[src/hw/clock_ctrl_pkg.sv]
/*
 Constants, field layouts and types for the clock source and start-up control block.
 Assumes one 100 MHz system clock and an APB register port with 32-bit data.
*/
package clock_ctrl_pkg;
   // Source-select codes with fixed meaning
   localparam logic [3:0] SRC_CODE_EXT = 4'h0;
   localparam logic [3:0] SRC_CODE_RSVD = 4'h1;
   localparam logic [3:0] SRC_CODE_RCCAL = 4'h2;
   localparam logic [3:0] SRC_CODE_RC128 = 4'h3;
   // Fuse image; a stored one is unprogrammed
   typedef struct packed {
      logic divFuse;
      logic [1:0] startFuse;
      logic [3:0] srcSel;
   } fuse_t;
   localparam fuse_t FUSE_DEFAULT = '{divFuse: 1'b0, startFuse: 2'h2, srcSel: 4'h2};
   localparam logic FUSE_PROGRAMMED = 1'b0;
   // Oscillator pin indices
   localparam int SRC_LP = 0;
   localparam int SRC_FS = 1;
   localparam int SRC_LF = 2;
   localparam int SRC_RC128 = 3;
   localparam int SRC_RCCAL = 4;
   localparam int SRC_EXT = 5;
   localparam int NUM_SRC = 6;
   // Synchronised pin vector layout
   localparam int PIN_WDT = 6;
   localparam int PIN_ASY = 7;
   localparam int PIN_WAKE = 8;
   localparam int PIN_RST = 9;
   localparam int NUM_PINS = 10;
   // Delay counts in oscillator cycles
   localparam int TOUT_SHORT = 512;
   localparam int TOUT_LONG = 8192;
   localparam int START_EXT = 6;
   localparam int START_258 = 258;
   localparam int START_1K = 1024;
   localparam int START_16K = 16384;
   localparam int START_32K = 32768;
   localparam int CNT_W = 16;
   localparam int DIV_LAST = 7;
   // Register map
   localparam int ADDR_W = 12;
   localparam logic [11:0] REG_FUSE = 12'h000;
   localparam logic [11:0] REG_CTRL = 12'h004;
   localparam logic [11:0] REG_STATUS = 12'h008;
   localparam int CTRL_MODE_LSB = 0;
   localparam int CTRL_SLEEP_BIT = 3;
   localparam int CTRL_RESTART_BIT = 4;
   localparam logic [2:0] MODE_RESET = 3'h0;
   // Sleep modes
   typedef enum logic [2:0] {
      SLP_IDLE = 3'h0,
      SLP_ADCNR = 3'h1,
      SLP_PDOWN = 3'h2,
      SLP_PSAVE = 3'h3,
      SLP_STANDBY = 3'h4
   } sleep_mode_t;
   // Control states
   typedef enum logic [2:0] {ST_HOLD, ST_TIMEOUT, ST_STARTUP, ST_RUN, ST_SLEEP} ctl_state_t;
   // Gated clock ticks to the domains
   typedef struct packed {
      logic core;
      logic flash;
      logic periph;
      logic asyncTimer;
      logic converter;
   } clk_ticks_t;
endpackage

[src/hw/clock_source_startup_control.sv]
/*
 Clock source selection, start-up reset sequencing, divide-by-eight and domain gating.
 Assumes oscillator, watchdog, timer crystal, wake and reset pins are asynchronous levels
 sampled on clk (each oscillator far slower than clk), and APB master timing per the bus.
*/
// Functional notes
// - Unused domain clocks stop according to the selected sleep mode.
// - Core clock stops in every sleep mode, so the core does nothing.
// - Peripheral clock drives I/O; async wake pin still detected when halted.
// - Flash interface clock ticks exactly together with the core clock.
// - Async timer clock comes from its own pin and keeps running in sleep, except in power-down and standby.
// - Converter clock is its own domain, alive in noise-reduction sleep.
// - Codes 1xxx low power, 011x full swing, 010x low frequency crystal.
// - 0011 is 128 kHz RC, 0010 calibrated RC, 0000 external; 0001 reserved.
// - Fuse bits are inverted: zero means programmed.
// - Default fuses: calibrated RC, time-out max, divide by eight programmed.
// - Internal reset stays asserted a time-out after other resets release.
// - Time-out counts 0, 512 or 8192 watchdog cycles chosen by fuses.
// - Time-out is a pure count and never senses supply voltage.
// - Counter on selected oscillator holds reset for start-up cycles, then releases.
// - Start-up count ranges from 6 external cycles to 32K low frequency.
// - Reset start uses both delays; power-save/down wake uses start-up only.
// - Programmed divide fuse divides the system clock by eight.
`timescale 1ns/10ps
`default_nettype none
module clock_source_startup_control #(
   parameter int TOUT_LONG_CYC = clock_ctrl_pkg::TOUT_LONG,
   parameter int START_16K_CYC = clock_ctrl_pkg::START_16K,
   parameter int START_32K_CYC = clock_ctrl_pkg::START_32K
) (
   input wire logic clk,
   input wire logic sys_rst,
   input wire logic psel,
   input wire logic penable,
   input wire logic pwrite,
   input wire logic [clock_ctrl_pkg::ADDR_W-1:0] paddr,
   input wire logic [31:0] pwdata,
   output logic [31:0] prdata,
   output logic pready,
   output logic pslverr,
   input wire logic [clock_ctrl_pkg::NUM_SRC-1:0] oscillator_amp_input,
   input wire logic watchdogOsc,
   input wire logic asyncTimerOsc,
   input wire logic asyncWake,
   input wire logic resetSource,
   output logic internalReset,
   output clock_ctrl_pkg::clk_ticks_t clockTicks
);
   logic [clock_ctrl_pkg::NUM_PINS-1:0] syncA;
   logic [clock_ctrl_pkg::NUM_PINS-1:0] syncB;
   logic [clock_ctrl_pkg::NUM_PINS-1:0] syncC;
   logic [clock_ctrl_pkg::NUM_PINS-1:0] rise;
   clock_ctrl_pkg::fuse_t fuseReg;
   clock_ctrl_pkg::fuse_t activeFuse;
   clock_ctrl_pkg::ctl_state_t state;
   logic [2:0] sleepMode;
   logic sleepGo;
   logic restart;
   logic [clock_ctrl_pkg::CNT_W-1:0] cnt;
   logic [2:0] divCnt;
   int selSrc;
   logic srcEdge;
   logic sysTick;
   logic rstReq;
   logic divEight;
   logic apbSetup;
   logic apbDone;
   logic [31:0] readMux;
   logic mapped;

   // Time-out length by source type and start-up fuses
   function automatic logic [clock_ctrl_pkg::CNT_W-1:0] timeoutLoad(input clock_ctrl_pkg::fuse_t f);
      logic [2:0] idx;
      int n;
      idx = {f.srcSel[0], f.startFuse};
      n = 0;
      if (f.srcSel[3] || f.srcSel[3:1] == 3'h3) begin
         case (idx)
            3'h0, 3'h3, 3'h6: n = clock_ctrl_pkg::TOUT_SHORT;
            3'h1, 3'h4, 3'h7: n = TOUT_LONG_CYC;
            default: n = 0;
         endcase
      end else begin
         case (f.startFuse)
            2'h0: n = 0;
            2'h1: n = clock_ctrl_pkg::TOUT_SHORT;
            default: n = TOUT_LONG_CYC;
         endcase
      end
      return n[clock_ctrl_pkg::CNT_W-1:0];
   endfunction

   // Oscillator start-up count by clock type
   function automatic logic [clock_ctrl_pkg::CNT_W-1:0] startupLoad(input clock_ctrl_pkg::fuse_t f);
      logic [2:0] idx;
      int n;
      idx = {f.srcSel[0], f.startFuse};
      n = clock_ctrl_pkg::START_EXT;
      if (f.srcSel[3] || f.srcSel[3:1] == 3'h3) begin
         case (idx)
            3'h0, 3'h1: n = clock_ctrl_pkg::START_258;
            3'h2, 3'h3, 3'h4: n = clock_ctrl_pkg::START_1K;
            default: n = START_16K_CYC;
         endcase
      end else if (f.srcSel[3:1] == 3'h2) begin
         n = START_32K_CYC;
      end
      // Loads above 65535 are clamped to the counter top; the full 32K load fits the 16-bit counter unchanged
      if (n > 65535) begin
         n = 65535;
      end
      return n[clock_ctrl_pkg::CNT_W-1:0];
   endfunction

   // Two-stage synchronisers, third stage only for edge detection
   always_ff @(posedge clk or posedge sys_rst) begin
      if (sys_rst) begin
         syncA <= '0;
         syncB <= '0;
         syncC <= '0;
      end else begin
         syncA <= {resetSource, asyncWake, asyncTimerOsc, watchdogOsc, oscillator_amp_input};
         syncB <= syncA;
         syncC <= syncB;
      end
   end
   assign rise = syncB & ~syncC;

   // Source multiplexer from the latched fuse code
   always_comb begin
      if (activeFuse.srcSel[3]) begin
         selSrc = clock_ctrl_pkg::SRC_LP;
      end else if (activeFuse.srcSel[3:1] == 3'h3) begin
         selSrc = clock_ctrl_pkg::SRC_FS;
      end else if (activeFuse.srcSel[3:1] == 3'h2) begin
         selSrc = clock_ctrl_pkg::SRC_LF;
      end else if (activeFuse.srcSel == clock_ctrl_pkg::SRC_CODE_RC128) begin
         selSrc = clock_ctrl_pkg::SRC_RC128;
      end else if (activeFuse.srcSel == clock_ctrl_pkg::SRC_CODE_EXT) begin
         selSrc = clock_ctrl_pkg::SRC_EXT;
      end else begin
         selSrc = clock_ctrl_pkg::SRC_RCCAL;
      end
   end
   assign srcEdge = rise[selSrc];
   assign rstReq = syncB[clock_ctrl_pkg::PIN_RST] | restart;
   assign divEight = (activeFuse.divFuse == clock_ctrl_pkg::FUSE_PROGRAMMED);
   // Divided tick; with the fuse unprogrammed every source edge ticks
   assign sysTick = srcEdge && (!divEight || divCnt == 3'(clock_ctrl_pkg::DIV_LAST));

   // Reset sequencing state machine
   always_ff @(posedge clk or posedge sys_rst) begin
      if (sys_rst) begin
         state <= clock_ctrl_pkg::ST_HOLD;
         cnt <= '0;
         activeFuse <= clock_ctrl_pkg::FUSE_DEFAULT;
      end else if (rstReq) begin
         state <= clock_ctrl_pkg::ST_HOLD;
      end else begin
         case (state)
            clock_ctrl_pkg::ST_HOLD: begin
               // Fuses take effect only on a fresh start-up
               activeFuse <= fuseReg;
               if (timeoutLoad(fuseReg) == '0) begin
                  state <= clock_ctrl_pkg::ST_STARTUP;
                  cnt <= startupLoad(fuseReg);
               end else begin
                  state <= clock_ctrl_pkg::ST_TIMEOUT;
                  cnt <= timeoutLoad(fuseReg);
               end
            end
            clock_ctrl_pkg::ST_TIMEOUT: begin
               // Counts watchdog edges only; no supply sensing
               if (rise[clock_ctrl_pkg::PIN_WDT]) begin
                  if (cnt == 16'h0001) begin
                     state <= clock_ctrl_pkg::ST_STARTUP;
                     cnt <= startupLoad(activeFuse);
                  end else begin
                     cnt <= cnt - 16'h0001;
                  end
               end
            end
            clock_ctrl_pkg::ST_STARTUP: begin
               if (srcEdge) begin
                  if (cnt <= 16'h0001) begin
                     state <= clock_ctrl_pkg::ST_RUN;
                     cnt <= '0;
                  end else begin
                     cnt <= cnt - 16'h0001;
                  end
               end
            end
            clock_ctrl_pkg::ST_RUN: begin
               if (sleepGo) begin
                  state <= clock_ctrl_pkg::ST_SLEEP;
               end
            end
            clock_ctrl_pkg::ST_SLEEP: begin
               // Wake pin seen without the peripheral clock
               if (rise[clock_ctrl_pkg::PIN_WAKE]) begin
                  if (sleepMode == clock_ctrl_pkg::SLP_PDOWN || sleepMode == clock_ctrl_pkg::SLP_PSAVE) begin
                     state <= clock_ctrl_pkg::ST_STARTUP;
                     cnt <= startupLoad(activeFuse);
                  end else begin
                     state <= clock_ctrl_pkg::ST_RUN;
                  end
               end
            end
            default: state <= clock_ctrl_pkg::ST_HOLD;
         endcase
      end
   end

   // Internal reset output, high until the start-up count ends
   always_ff @(posedge clk or posedge sys_rst) begin
      if (sys_rst) begin
         internalReset <= 1'b1;
      end else begin
         internalReset <= rstReq || !(state == clock_ctrl_pkg::ST_RUN || state == clock_ctrl_pkg::ST_SLEEP);
      end
   end

   // Prescaler runs only once the source is stable
   always_ff @(posedge clk or posedge sys_rst) begin
      if (sys_rst) begin
         divCnt <= '0;
      end else if (!(state == clock_ctrl_pkg::ST_RUN || state == clock_ctrl_pkg::ST_SLEEP)) begin
         divCnt <= '0;
      end else if (srcEdge) begin
         divCnt <= divCnt + 3'h1;
      end
   end

   // Domain gating per sleep mode; all domains off while reset is held
   always_ff @(posedge clk or posedge sys_rst) begin
      if (sys_rst) begin
         clockTicks <= '0;
      end else if (state == clock_ctrl_pkg::ST_RUN) begin
         clockTicks.core <= sysTick;
         clockTicks.flash <= sysTick;
         clockTicks.periph <= sysTick;
         clockTicks.converter <= sysTick;
         clockTicks.asyncTimer <= rise[clock_ctrl_pkg::PIN_ASY];
      end else if (state == clock_ctrl_pkg::ST_SLEEP) begin
         clockTicks.core <= 1'b0;
         clockTicks.flash <= 1'b0;
         clockTicks.periph <= sysTick && sleepMode == clock_ctrl_pkg::SLP_IDLE;
         clockTicks.converter <= sysTick && (sleepMode == clock_ctrl_pkg::SLP_IDLE ||
                                             sleepMode == clock_ctrl_pkg::SLP_ADCNR);
         // Timer crystal keeps counting except in the deepest modes
         clockTicks.asyncTimer <= rise[clock_ctrl_pkg::PIN_ASY] &&
                                  sleepMode != clock_ctrl_pkg::SLP_PDOWN &&
                                  sleepMode != clock_ctrl_pkg::SLP_STANDBY;
      end else begin
         clockTicks <= '0;
      end
   end

   // APB slave: one wait state, answer registered
   assign apbSetup = psel && penable && !pready;
   assign apbDone = psel && penable && pready;
   always_comb begin
      readMux = 32'h0000_0000;
      mapped = 1'b1;
      case (paddr)
         clock_ctrl_pkg::REG_FUSE: readMux = {25'h0, fuseReg};
         clock_ctrl_pkg::REG_CTRL: readMux = {29'h0, sleepMode};
         clock_ctrl_pkg::REG_STATUS: readMux = {20'h0, activeFuse, internalReset, 1'b0, state};
         default: mapped = 1'b0;
      endcase
   end
   always_ff @(posedge clk or posedge sys_rst) begin
      if (sys_rst) begin
         pready <= 1'b0;
         pslverr <= 1'b0;
         prdata <= 32'h0000_0000;
      end else if (apbSetup) begin
         pready <= 1'b1;
         pslverr <= !mapped || (pwrite && paddr == clock_ctrl_pkg::REG_STATUS);
         prdata <= pwrite ? 32'h0000_0000 : readMux;
      end else begin
         pready <= 1'b0;
         pslverr <= 1'b0;
         prdata <= 32'h0000_0000;
      end
   end

   // Writable registers; sleep and restart requests are one-cycle pulses
   always_ff @(posedge clk or posedge sys_rst) begin
      if (sys_rst) begin
         fuseReg <= clock_ctrl_pkg::FUSE_DEFAULT;
         sleepMode <= clock_ctrl_pkg::MODE_RESET;
         sleepGo <= 1'b0;
         restart <= 1'b0;
      end else begin
         sleepGo <= 1'b0;
         restart <= 1'b0;
         if (apbDone && pwrite && paddr == clock_ctrl_pkg::REG_FUSE) begin
            fuseReg <= pwdata[6:0];
         end
         if (apbDone && pwrite && paddr == clock_ctrl_pkg::REG_CTRL) begin
            sleepMode <= pwdata[clock_ctrl_pkg::CTRL_MODE_LSB +: 3];
            sleepGo <= pwdata[clock_ctrl_pkg::CTRL_SLEEP_BIT];
            restart <= pwdata[clock_ctrl_pkg::CTRL_RESTART_BIT];
         end
      end
   end

   // Checks
   AST_CORE_FLASH: assert property (@(posedge clk) disable iff (sys_rst) clockTicks.core == clockTicks.flash)
      else $error("flash clock differs from core clock");
   AST_SLEEP_NO_CORE: assert property (@(posedge clk) disable iff (sys_rst)
      state == clock_ctrl_pkg::ST_SLEEP ##1 state == clock_ctrl_pkg::ST_SLEEP |-> !clockTicks.core)
      else $error("core clock ticked in sleep");
   AST_PDOWN_GATED: assert property (@(posedge clk) disable iff (sys_rst)
      state == clock_ctrl_pkg::ST_SLEEP && sleepMode == clock_ctrl_pkg::SLP_PDOWN |=>
      !clockTicks.periph && !clockTicks.converter && !clockTicks.asyncTimer)
      else $error("domain clock ticked in power-down");
   AST_ADCNR: assert property (@(posedge clk) disable iff (sys_rst)
      state == clock_ctrl_pkg::ST_SLEEP && sleepMode == clock_ctrl_pkg::SLP_ADCNR && sysTick && !rstReq |=>
      clockTicks.converter && !clockTicks.periph)
      else $error("converter domain wrong in noise reduction");
   AST_PSAVE_ASYNC: assert property (@(posedge clk) disable iff (sys_rst)
      state == clock_ctrl_pkg::ST_SLEEP && sleepMode == clock_ctrl_pkg::SLP_PSAVE &&
      rise[clock_ctrl_pkg::PIN_ASY] && !rstReq |=> clockTicks.asyncTimer)
      else $error("async timer stopped in power-save");
   AST_DIV8_SPACING: assert property (@(posedge clk) disable iff (sys_rst)
      clockTicks.core && divEight |=> !clockTicks.core [*8])
      else $error("core tick closer than eight source edges");
   AST_NODIV: assert property (@(posedge clk) disable iff (sys_rst)
      state == clock_ctrl_pkg::ST_RUN && srcEdge && !divEight && !rstReq |=> clockTicks.core)
      else $error("undivided source edge lost");
   AST_RESERVED: assert property (@(posedge clk) disable iff (sys_rst)
      activeFuse.srcSel == clock_ctrl_pkg::SRC_CODE_RSVD |-> selSrc == clock_ctrl_pkg::SRC_RCCAL)
      else $error("reserved code not on calibrated RC");
   AST_LP_SELECT: assert property (@(posedge clk) disable iff (sys_rst)
      activeFuse.srcSel[3] |-> selSrc == clock_ctrl_pkg::SRC_LP)
      else $error("low power crystal not selected");
   AST_TIMEOUT_WDT: assert property (@(posedge clk) disable iff (sys_rst)
      state == clock_ctrl_pkg::ST_TIMEOUT && !rise[clock_ctrl_pkg::PIN_WDT] && !rstReq |=>
      state == clock_ctrl_pkg::ST_TIMEOUT && $stable(cnt))
      else $error("time-out advanced without watchdog edge");
   AST_WAKE_NO_TOUT: assert property (@(posedge clk) disable iff (sys_rst)
      state == clock_ctrl_pkg::ST_SLEEP |=> state != clock_ctrl_pkg::ST_TIMEOUT)
      else $error("wake-up passed through time-out");
   AST_WAKE: assert property (@(posedge clk) disable iff (sys_rst)
      state == clock_ctrl_pkg::ST_SLEEP && rise[clock_ctrl_pkg::PIN_WAKE] && !rstReq |=>
      state != clock_ctrl_pkg::ST_SLEEP)
      else $error("async wake ignored");
   AST_RST_HELD: assert property (@(posedge clk) disable iff (sys_rst)
      state == clock_ctrl_pkg::ST_STARTUP ##1 state == clock_ctrl_pkg::ST_STARTUP |-> internalReset)
      else $error("internal reset released during start-up");
   AST_HOLD_EXIT: assert property (@(posedge clk) disable iff (sys_rst)
      state == clock_ctrl_pkg::ST_HOLD && !rstReq |=>
      state == clock_ctrl_pkg::ST_TIMEOUT || state == clock_ctrl_pkg::ST_STARTUP)
      else $error("hold did not leave after reset release");
   COV_RUN: cover property (@(posedge clk) disable iff (sys_rst) state == clock_ctrl_pkg::ST_RUN);
   COV_SLEEP_WAKE: cover property (@(posedge clk) disable iff (sys_rst)
      state == clock_ctrl_pkg::ST_SLEEP ##1 state == clock_ctrl_pkg::ST_RUN);
   COV_PSAVE_RESTART: cover property (@(posedge clk) disable iff (sys_rst)
      state == clock_ctrl_pkg::ST_SLEEP ##1 state == clock_ctrl_pkg::ST_STARTUP);
   COV_SOFT_RESTART: cover property (@(posedge clk) disable iff (sys_rst)
      restart && state == clock_ctrl_pkg::ST_RUN);
endmodule // clock_source_startup_control
`default_nettype wire

[config.mk]
export PLATFORM = sky130hd
export DESIGN_NAME = clock_source_startup_control
export DESIGN_NICKNAME = d
export VERILOG_FILES = /design/src/hw/clock_ctrl_pkg.sv /design/src/hw/clock_source_startup_control.sv
export SDC_FILE = /design/constraint.sdc
export NUM_CORES = 1
export LEC_CHECK = 0
export BUFFER_PORTS_ARGS = -buffer_cell sky130_fd_sc_hd__buf_2
export CAP_MARGIN = 20
export CORE_MARGIN = 10
export CORE_UTILIZATION = 40
export CTS_CLUSTER_SIZE = 14
export DETAILED_ROUTE_END_ITERATION = 10
export PLACE_DENSITY = 0.62
export RECOVER_POWER = 50
export SKIP_LAST_GASP = 1
export SYNTH_ARGS = -nofsm -noshare
export SYNTH_HDL_FRONTEND = slang
export SYNTH_SLANG_ARGS = --single-unit
[constraint.sdc]
create_clock -name clk -period 2.48 [get_ports clk]
set_input_delay 0.124 -clock clk [delete_from_list [all_inputs] [get_ports clk]]
set_output_delay 0.124 -clock clk [all_outputs]
set_load 0.02 [all_outputs]
# After elaboration in Yosys (flattened, before gate mapping)
# Cells that the tools add are included.
[op_classes]
addsub = 2
order_cmp = 5
n_eq_ne = 40
muxes = 63
n_bitwise = 4
reduce_logical = 42
[op_table]
columns = ["op", "count"]
rows = [
  ["32-bit 2-to-1 mux", 15],
  ["16-bit 2-to-1 mux", 14],
  ["32-bit by 17-bit greater-than comparator with 1-bit output, second input constant", 3],
  ["16-bit one-hot mux with 4 select lines", 1],
  ["15-bit one-hot mux with 2 select lines", 2],
  ["14-bit one-hot mux with 2 select lines", 2],
  ["3-bit 2-to-1 mux", 14],
  ["3-bit by 2-bit == test with 1-bit output, second input constant", 12],
  ["12-bit one-hot mux with 3 select lines", 1],
  ["32-bit by 6-bit less-than comparator with 1-bit output, second input constant", 1],
  ["3-bit inequality test, second input constant", 7],
  ["3-bit == test, second input constant", 6],
  ["16-bit by 1-bit == test with 1-bit output, second input constant", 1],
  ["16-bit by 1-bit <= comparator with 1-bit output, second input constant", 1],
  ["16-bit zero test", 1],
  ["16-bit by 1-bit subtractor with 16-bit output, second input constant", 1],
  ["3-bit one-hot mux with 5 select lines", 1],
  ["3-bit OR reduction", 5],
  ["14-bit 2-to-1 mux", 1],
  ["12-bit by 3-bit == test with 1-bit output, second input constant", 1],
  ["12-bit by 4-bit == test with 1-bit output, second input constant", 1],
  ["3-bit by 1-bit == test with 1-bit output, second input constant", 4],
  ["1-bit logical AND", 12],
  ["12-bit zero test", 1],
  ["22 further kinds", 48],
]
[totals]
ff_bits = 111
input_bits = 59
output_inout_bits = 40
elab_cells = 180

# Logic depth before layout (Yosys ltp)
[depth]
depth_word = 14
ltp_mapped = 9
ltp_nobuf = 8

# Worst setup path after synthesis
# Ideal clock, no wire load.
[synth_timing]
path_kind = "reg2reg"
startpoint = "register cnt[8] (netlist bit)"
endpoint = "register cnt[4] (netlist bit)"
setup_ps = 128
t_arrival_ps = 2090
required_time_ps = 2352
path_slack_ps = 262
stages_incl_launch_ff = 9
path_buffers = 2
period_less_slack_ps = 2218
path_cell_list = "dfrtp_1 or4_4 or3_4 o31ai_2 buf_6 buf_8 nor2_1 o21ai_1 o31ai_1"
[synth_between]
elab_chain_len = 4
word_cells_on_any_way = 7
classes_between = "order compare: 1; eq/ne: 1; mux: 5"
[synth_lines]
columns = ["item", "line_no", "source"]
rows = [
  ["from (decl)", "clock_source_startup_control.sv:59", "logic [clock_ctrl_pkg::CNT_W-1:0] cnt;"],
  ["from (signal assigned)", "clock_source_startup_control.sv:166", "cnt <= startupLoad(fuseReg);"],
  ["from (signal assigned)", "clock_source_startup_control.sv:169", "cnt <= timeoutLoad(fuseReg);"],
  ["from (signal assigned)", "clock_source_startup_control.sv:177", "cnt <= startupLoad(activeFuse);"],
  ["16-bit by 1-bit <= comparator with 1-bit output / 16-bit by 1-bit == test with 1-bit output (equally long branches)", "clock_source_startup_control.sv:185, clock_source_startup_control.sv:175", ""],
  ["16-bit 2-to-1 mux, on equally long branches", "clock_source_startup_control.sv:185, clock_source_startup_control.sv:175", ""],
  ["16-bit 2-to-1 mux, on equally long branches", "clock_source_startup_control.sv:184, clock_source_startup_control.sv:174", ""],
  ["16-bit one-hot mux with 4 select lines *", "clock_source_startup_control.sv:160", "case (state)"],
]
# Every way passes the cells marked *; elsewhere a longest branch is shown, timed or not. The select of a mux whose other input is x is not followed.
# A chain may end at the register's enable or synchronous reset.

# Worst setup path in the final report
[layout_timing]
startpoint = "register cnt[8] (netlist bit)"
endpoint = "register cnt[8] (netlist bit)"
[layout_between]
elab_chain_len = 4
word_cells_on_any_way = 8
classes_between = "add/sub: 1; order compare: 1; eq/ne: 1; mux: 5"
[layout_lines]
columns = ["item", "line_no"]
rows = [
  ["16-bit by 1-bit subtractor with 16-bit output, or another cell as far along", "clock_source_startup_control.sv:179, clock_source_startup_control.sv:189"],
  ["16-bit 2-to-1 mux, on equally long branches", "clock_source_startup_control.sv:185, clock_source_startup_control.sv:175"],
  ["16-bit 2-to-1 mux, on equally long branches", "clock_source_startup_control.sv:184, clock_source_startup_control.sv:174"],
  ["16-bit one-hot mux with 4 select lines *", "clock_source_startup_control.sv:160"],
]
# Marked as above.

==> impl_metrics.tcl <==
set metrics [dict create \
    status "finished with violations" \
    violations "capacitance limit, slew limit" \
    grt_setup_unrepaired "false" \
    dieArea_um2 15100 \
    drt_iter0_drc 230 \
    drt_pre_antenna_iters 4 \
    ys.flop_type "dfrtp_1" \
    setup_violations 0 \
    p_per_area_nw_per_um2 946 \
    diodes 0 \
    nets 541 \
    seq_area_um2 2230 \
    overflow 0 \
    area_growth_syn_to_layout_pct 18.1 \
    internal_power_mw 2.99 \
    worstSetupEndpointType "flip-flop" \
    grt-busiest-layer "met2" \
    wl_per_cell_um 14.8 \
    dp.final_hpwl_mm 6.76 \
    finalClockSkew_ns 0.00977 \
    multiInputGateArea_um2 1770 \
    synth-seq-cells 89 \
    first_global_vias 3084 \
    pwr-share-comb_pct 38.7 \
    dieWidth_um 123 \
    seq_area_frac_synth_pct 52.8 \
    clk_pin_slew_ns 0.09 \
    power.share.switching_pct 36.7 \
    cts_hold_buf 14 \
    cts_resized 0 \
    use_met3_pct 3.49 \
    cts_tree "yes" \
    synth-edff-count 0 \
    cts-root-buf "clkbuf_8" \
    antenna_found_initial 0 \
    grtUsageTotal_pct 12.4 \
    core_um2 10300 \
    postCtsSetupBuffers 0 \
    layout_commonest_cell "dfrtp_1" \
    critPathKind "reg -> reg" \
    maxCapViolations 1 \
    synth.distinct_cells 63 \
    hold_violations 0 \
    startpoint_type "flip-flop" \
    cts.sinks 89 \
    drive_gt1_share_pct 21.5 \
    preCtsSetupSlack_ns 0.125 \
    fmax_ghz 0.421 \
    fillers 970 \
    period_needed_ns 2.38 \
    peakVddDrop_mv 0.423 \
    routed_wl_mm 9.16 \
    hp-class "in -> reg" \
    p_clk_share_pct 24.3 \
    cp.arrival_ns 2.63 \
    synth_area_um2 4230 \
    htree_levels 3 \
    p_seq_share_pct 37.1 \
    yosys_warnings 0 \
    p_leak_nw 2.30 \
    async_flop_share_pct 100 \
    globalplace.congestion 0.829 \
    viasPerCell 5.16 \
    cp.required_ns 2.73 \
    drc 0 \
    rows 37 \
    grt_max_degree 52 \
    report.final.slew_viol_count 39 \
    relSlewSlack_pct -12.6 \
    start_util_pct 41.0 \
    cts_made_buffers 9 \
    die_h_um 123 \
    synth.avg_cell_area_um2 10.5 \
    clock_latency_ns 0.36 \
    worst_pin_slew_ns 1.68 \
    cts_buffer_depth 2 \
    syn_inst 401 \
    use_met1_pct 15.9 \
    finalCritPeriodShare_pct 95.9 \
    worst_slack_ns 0.102 \
    io_pins 99 \
    cp_max_fo 11 \
    p_sw_mw 1.74 \
    worst_hold_slack_ns 0.0141 \
    antenna_left 0 \
    num_vias 3193 \
    grt_pass1_wl_mm 15.0 \
    met2_usage_pct 19.4 \
    setup_tns_ns 0 \
    final_cell_mix "dfrtp_1, buf_2, nor2_1" \
    port_buffers 53 \
]
[area by class of cell]
cell class / count / area share (%)
Clock buffer: 10 / 2.76
Clock inverter: 6 / 1.95
Inverter: 12 / 0.927
Multi-Input combinational cell: 279 / 35.3
Sequential cell: 89 / 44.7
Tap cell: 136 / 3.41
Timing Repair Buffer: 87 / 10.9
[flip-flops by register name, indices dropped and copies added (netlist names), 4 cells and up]
| register | cells |
|---|---|
| syncC | 9 |
| fuseReg | 7 |
| cnt | 16 |
| prdata | 12 |
| syncA | 10 |
| activeFuse | 7 |
| syncB | 10 |
| clockTicks | 4 |
[cell usage after synthesis (3+ instances only)]
cell	n	area share, %
dfrtp_1	84	50
nor2_1	33	2.9
buf_4	22	3.9
nand2_1	20	1.8
o21ai_1	19	2.2
mux2_2	18	4.8
o21ai_0	16	1.9
a21oi_1	15	1.8
inv_1	12	1.1
nand3_1	12	1.4
clkbuf_1	11	0.98
mux2i_1	9	2.1
nor2b_1	9	1.3
nor3_1	8	0.95
and2_1	7	1.0
and3_1	7	1.0
nor4_1	7	1.0
a31oi_1	6	0.89
buf_2	5	0.59
dfstp_2	5	3.1
nand2b_1	5	0.74
or4_1	5	0.89
ha_1	4	1.2
o22ai_1	4	0.59
a21o_1	3	0.53
nand4b_1	3	0.62
nor4b_1	3	0.62
or2_2	3	0.44
xnor2_1	3	0.62
[metal layers]
| metal | vias to the layer above | part of all wire, % |
|---|---|---|
| li1 | 1545 | - |
| met1 | 1549 | 46 |
| met2 | 87 | 45 |
| met3 | 12 | 7.4 |
| met4 | 0 | 1.5 |
| met5 | - | 0 |
[worst max-delay path, stage by stage, from the launching register on]
cell	delay, ns
dfrtp_1	0.42
or4_4	0.56
or3_4	0.41
o31ai_2	0.29
buf_4	0.22
inv_1	0.11
a21oi_1	0.15
o22ai_1	0.10
[power by group through the flow]
stage / Combinational [mW] / Clock, mW / Sequential, mW
finish: 1.83 / 1.15 / 1.75
global route: 2.01 / 1.25 / 1.78
CTS: 1.82 / 1.18 / 1.75
detailed placement: 1.80 / 0 / 1.78
global placement: 1.77 / 0 / 1.77
floorplan: 1.40 / 0 / 1.74
[per-stage QoR]
| step | instance area, um^2 | util (%) | total power [mW] | instances |
|---|---|---|---|---|
| after floorplan | 4300 | - | 3.14 | 420 |
| after global placement | 4640 | 45.0 | 3.55 | 589 |
| after detailed placement | 4640 | 45.0 | 3.58 | 589 |
| after CTS | 5020 | 48.6 | 4.75 | 619 |
| after global routing | 4990 | 48.4 | 5.04 | 619 |
| final | 4990 | 48.4 | 4.73 | 619 |
[logic make-up (layout without fill, tap and decap cells)]
| kind of cell | after synthesis | count (layout) | share of synthesized area, % |
|---|---|---|---|
| flops | 89 | 89 | 52.8 |
| fa+ha+maj | 4 | 4 | 1.18 |
| mux | 27 | 27 | 6.92 |
| simple gates | 138 | 138 | 18.0 |
| compound gates | 87 | 87 | 13.3 |
| other cells | 1 | 20 | 0.0886 |
| xor+xnor | 3 | 3 | 0.621 |
| buf+inv | 52 | 115 | 7.16 |
[worst paths after layout]
check | from | endpoint | slack, ns | cells past startpoint
worst min-delay path | pwdata[2] | fuseReg[2]$_DFFE_PP0P_ | 0.01 | 2
min in group asynchronous | sys_rst | syncA[7]$_DFF_PP0_ | 0.70 | 3
worst min register to register | syncA[2]$_DFF_PP0_ | syncB[2]$_DFF_PP0_ | 0.35 | 0
worst max register to register | cnt[8]$_DFFE_PP0P_ | cnt[8]$_DFFE_PP0P_ | 0.10 | 7
max in group asynchronous | sys_rst | cnt[13]$_DFFE_PP0P_ | 0.89 | 4
worst max-delay path | cnt[8]$_DFFE_PP0P_ | cnt[8]$_DFFE_PP0P_ | 0.10 | 7
Power figures use the tool's default switching activity.
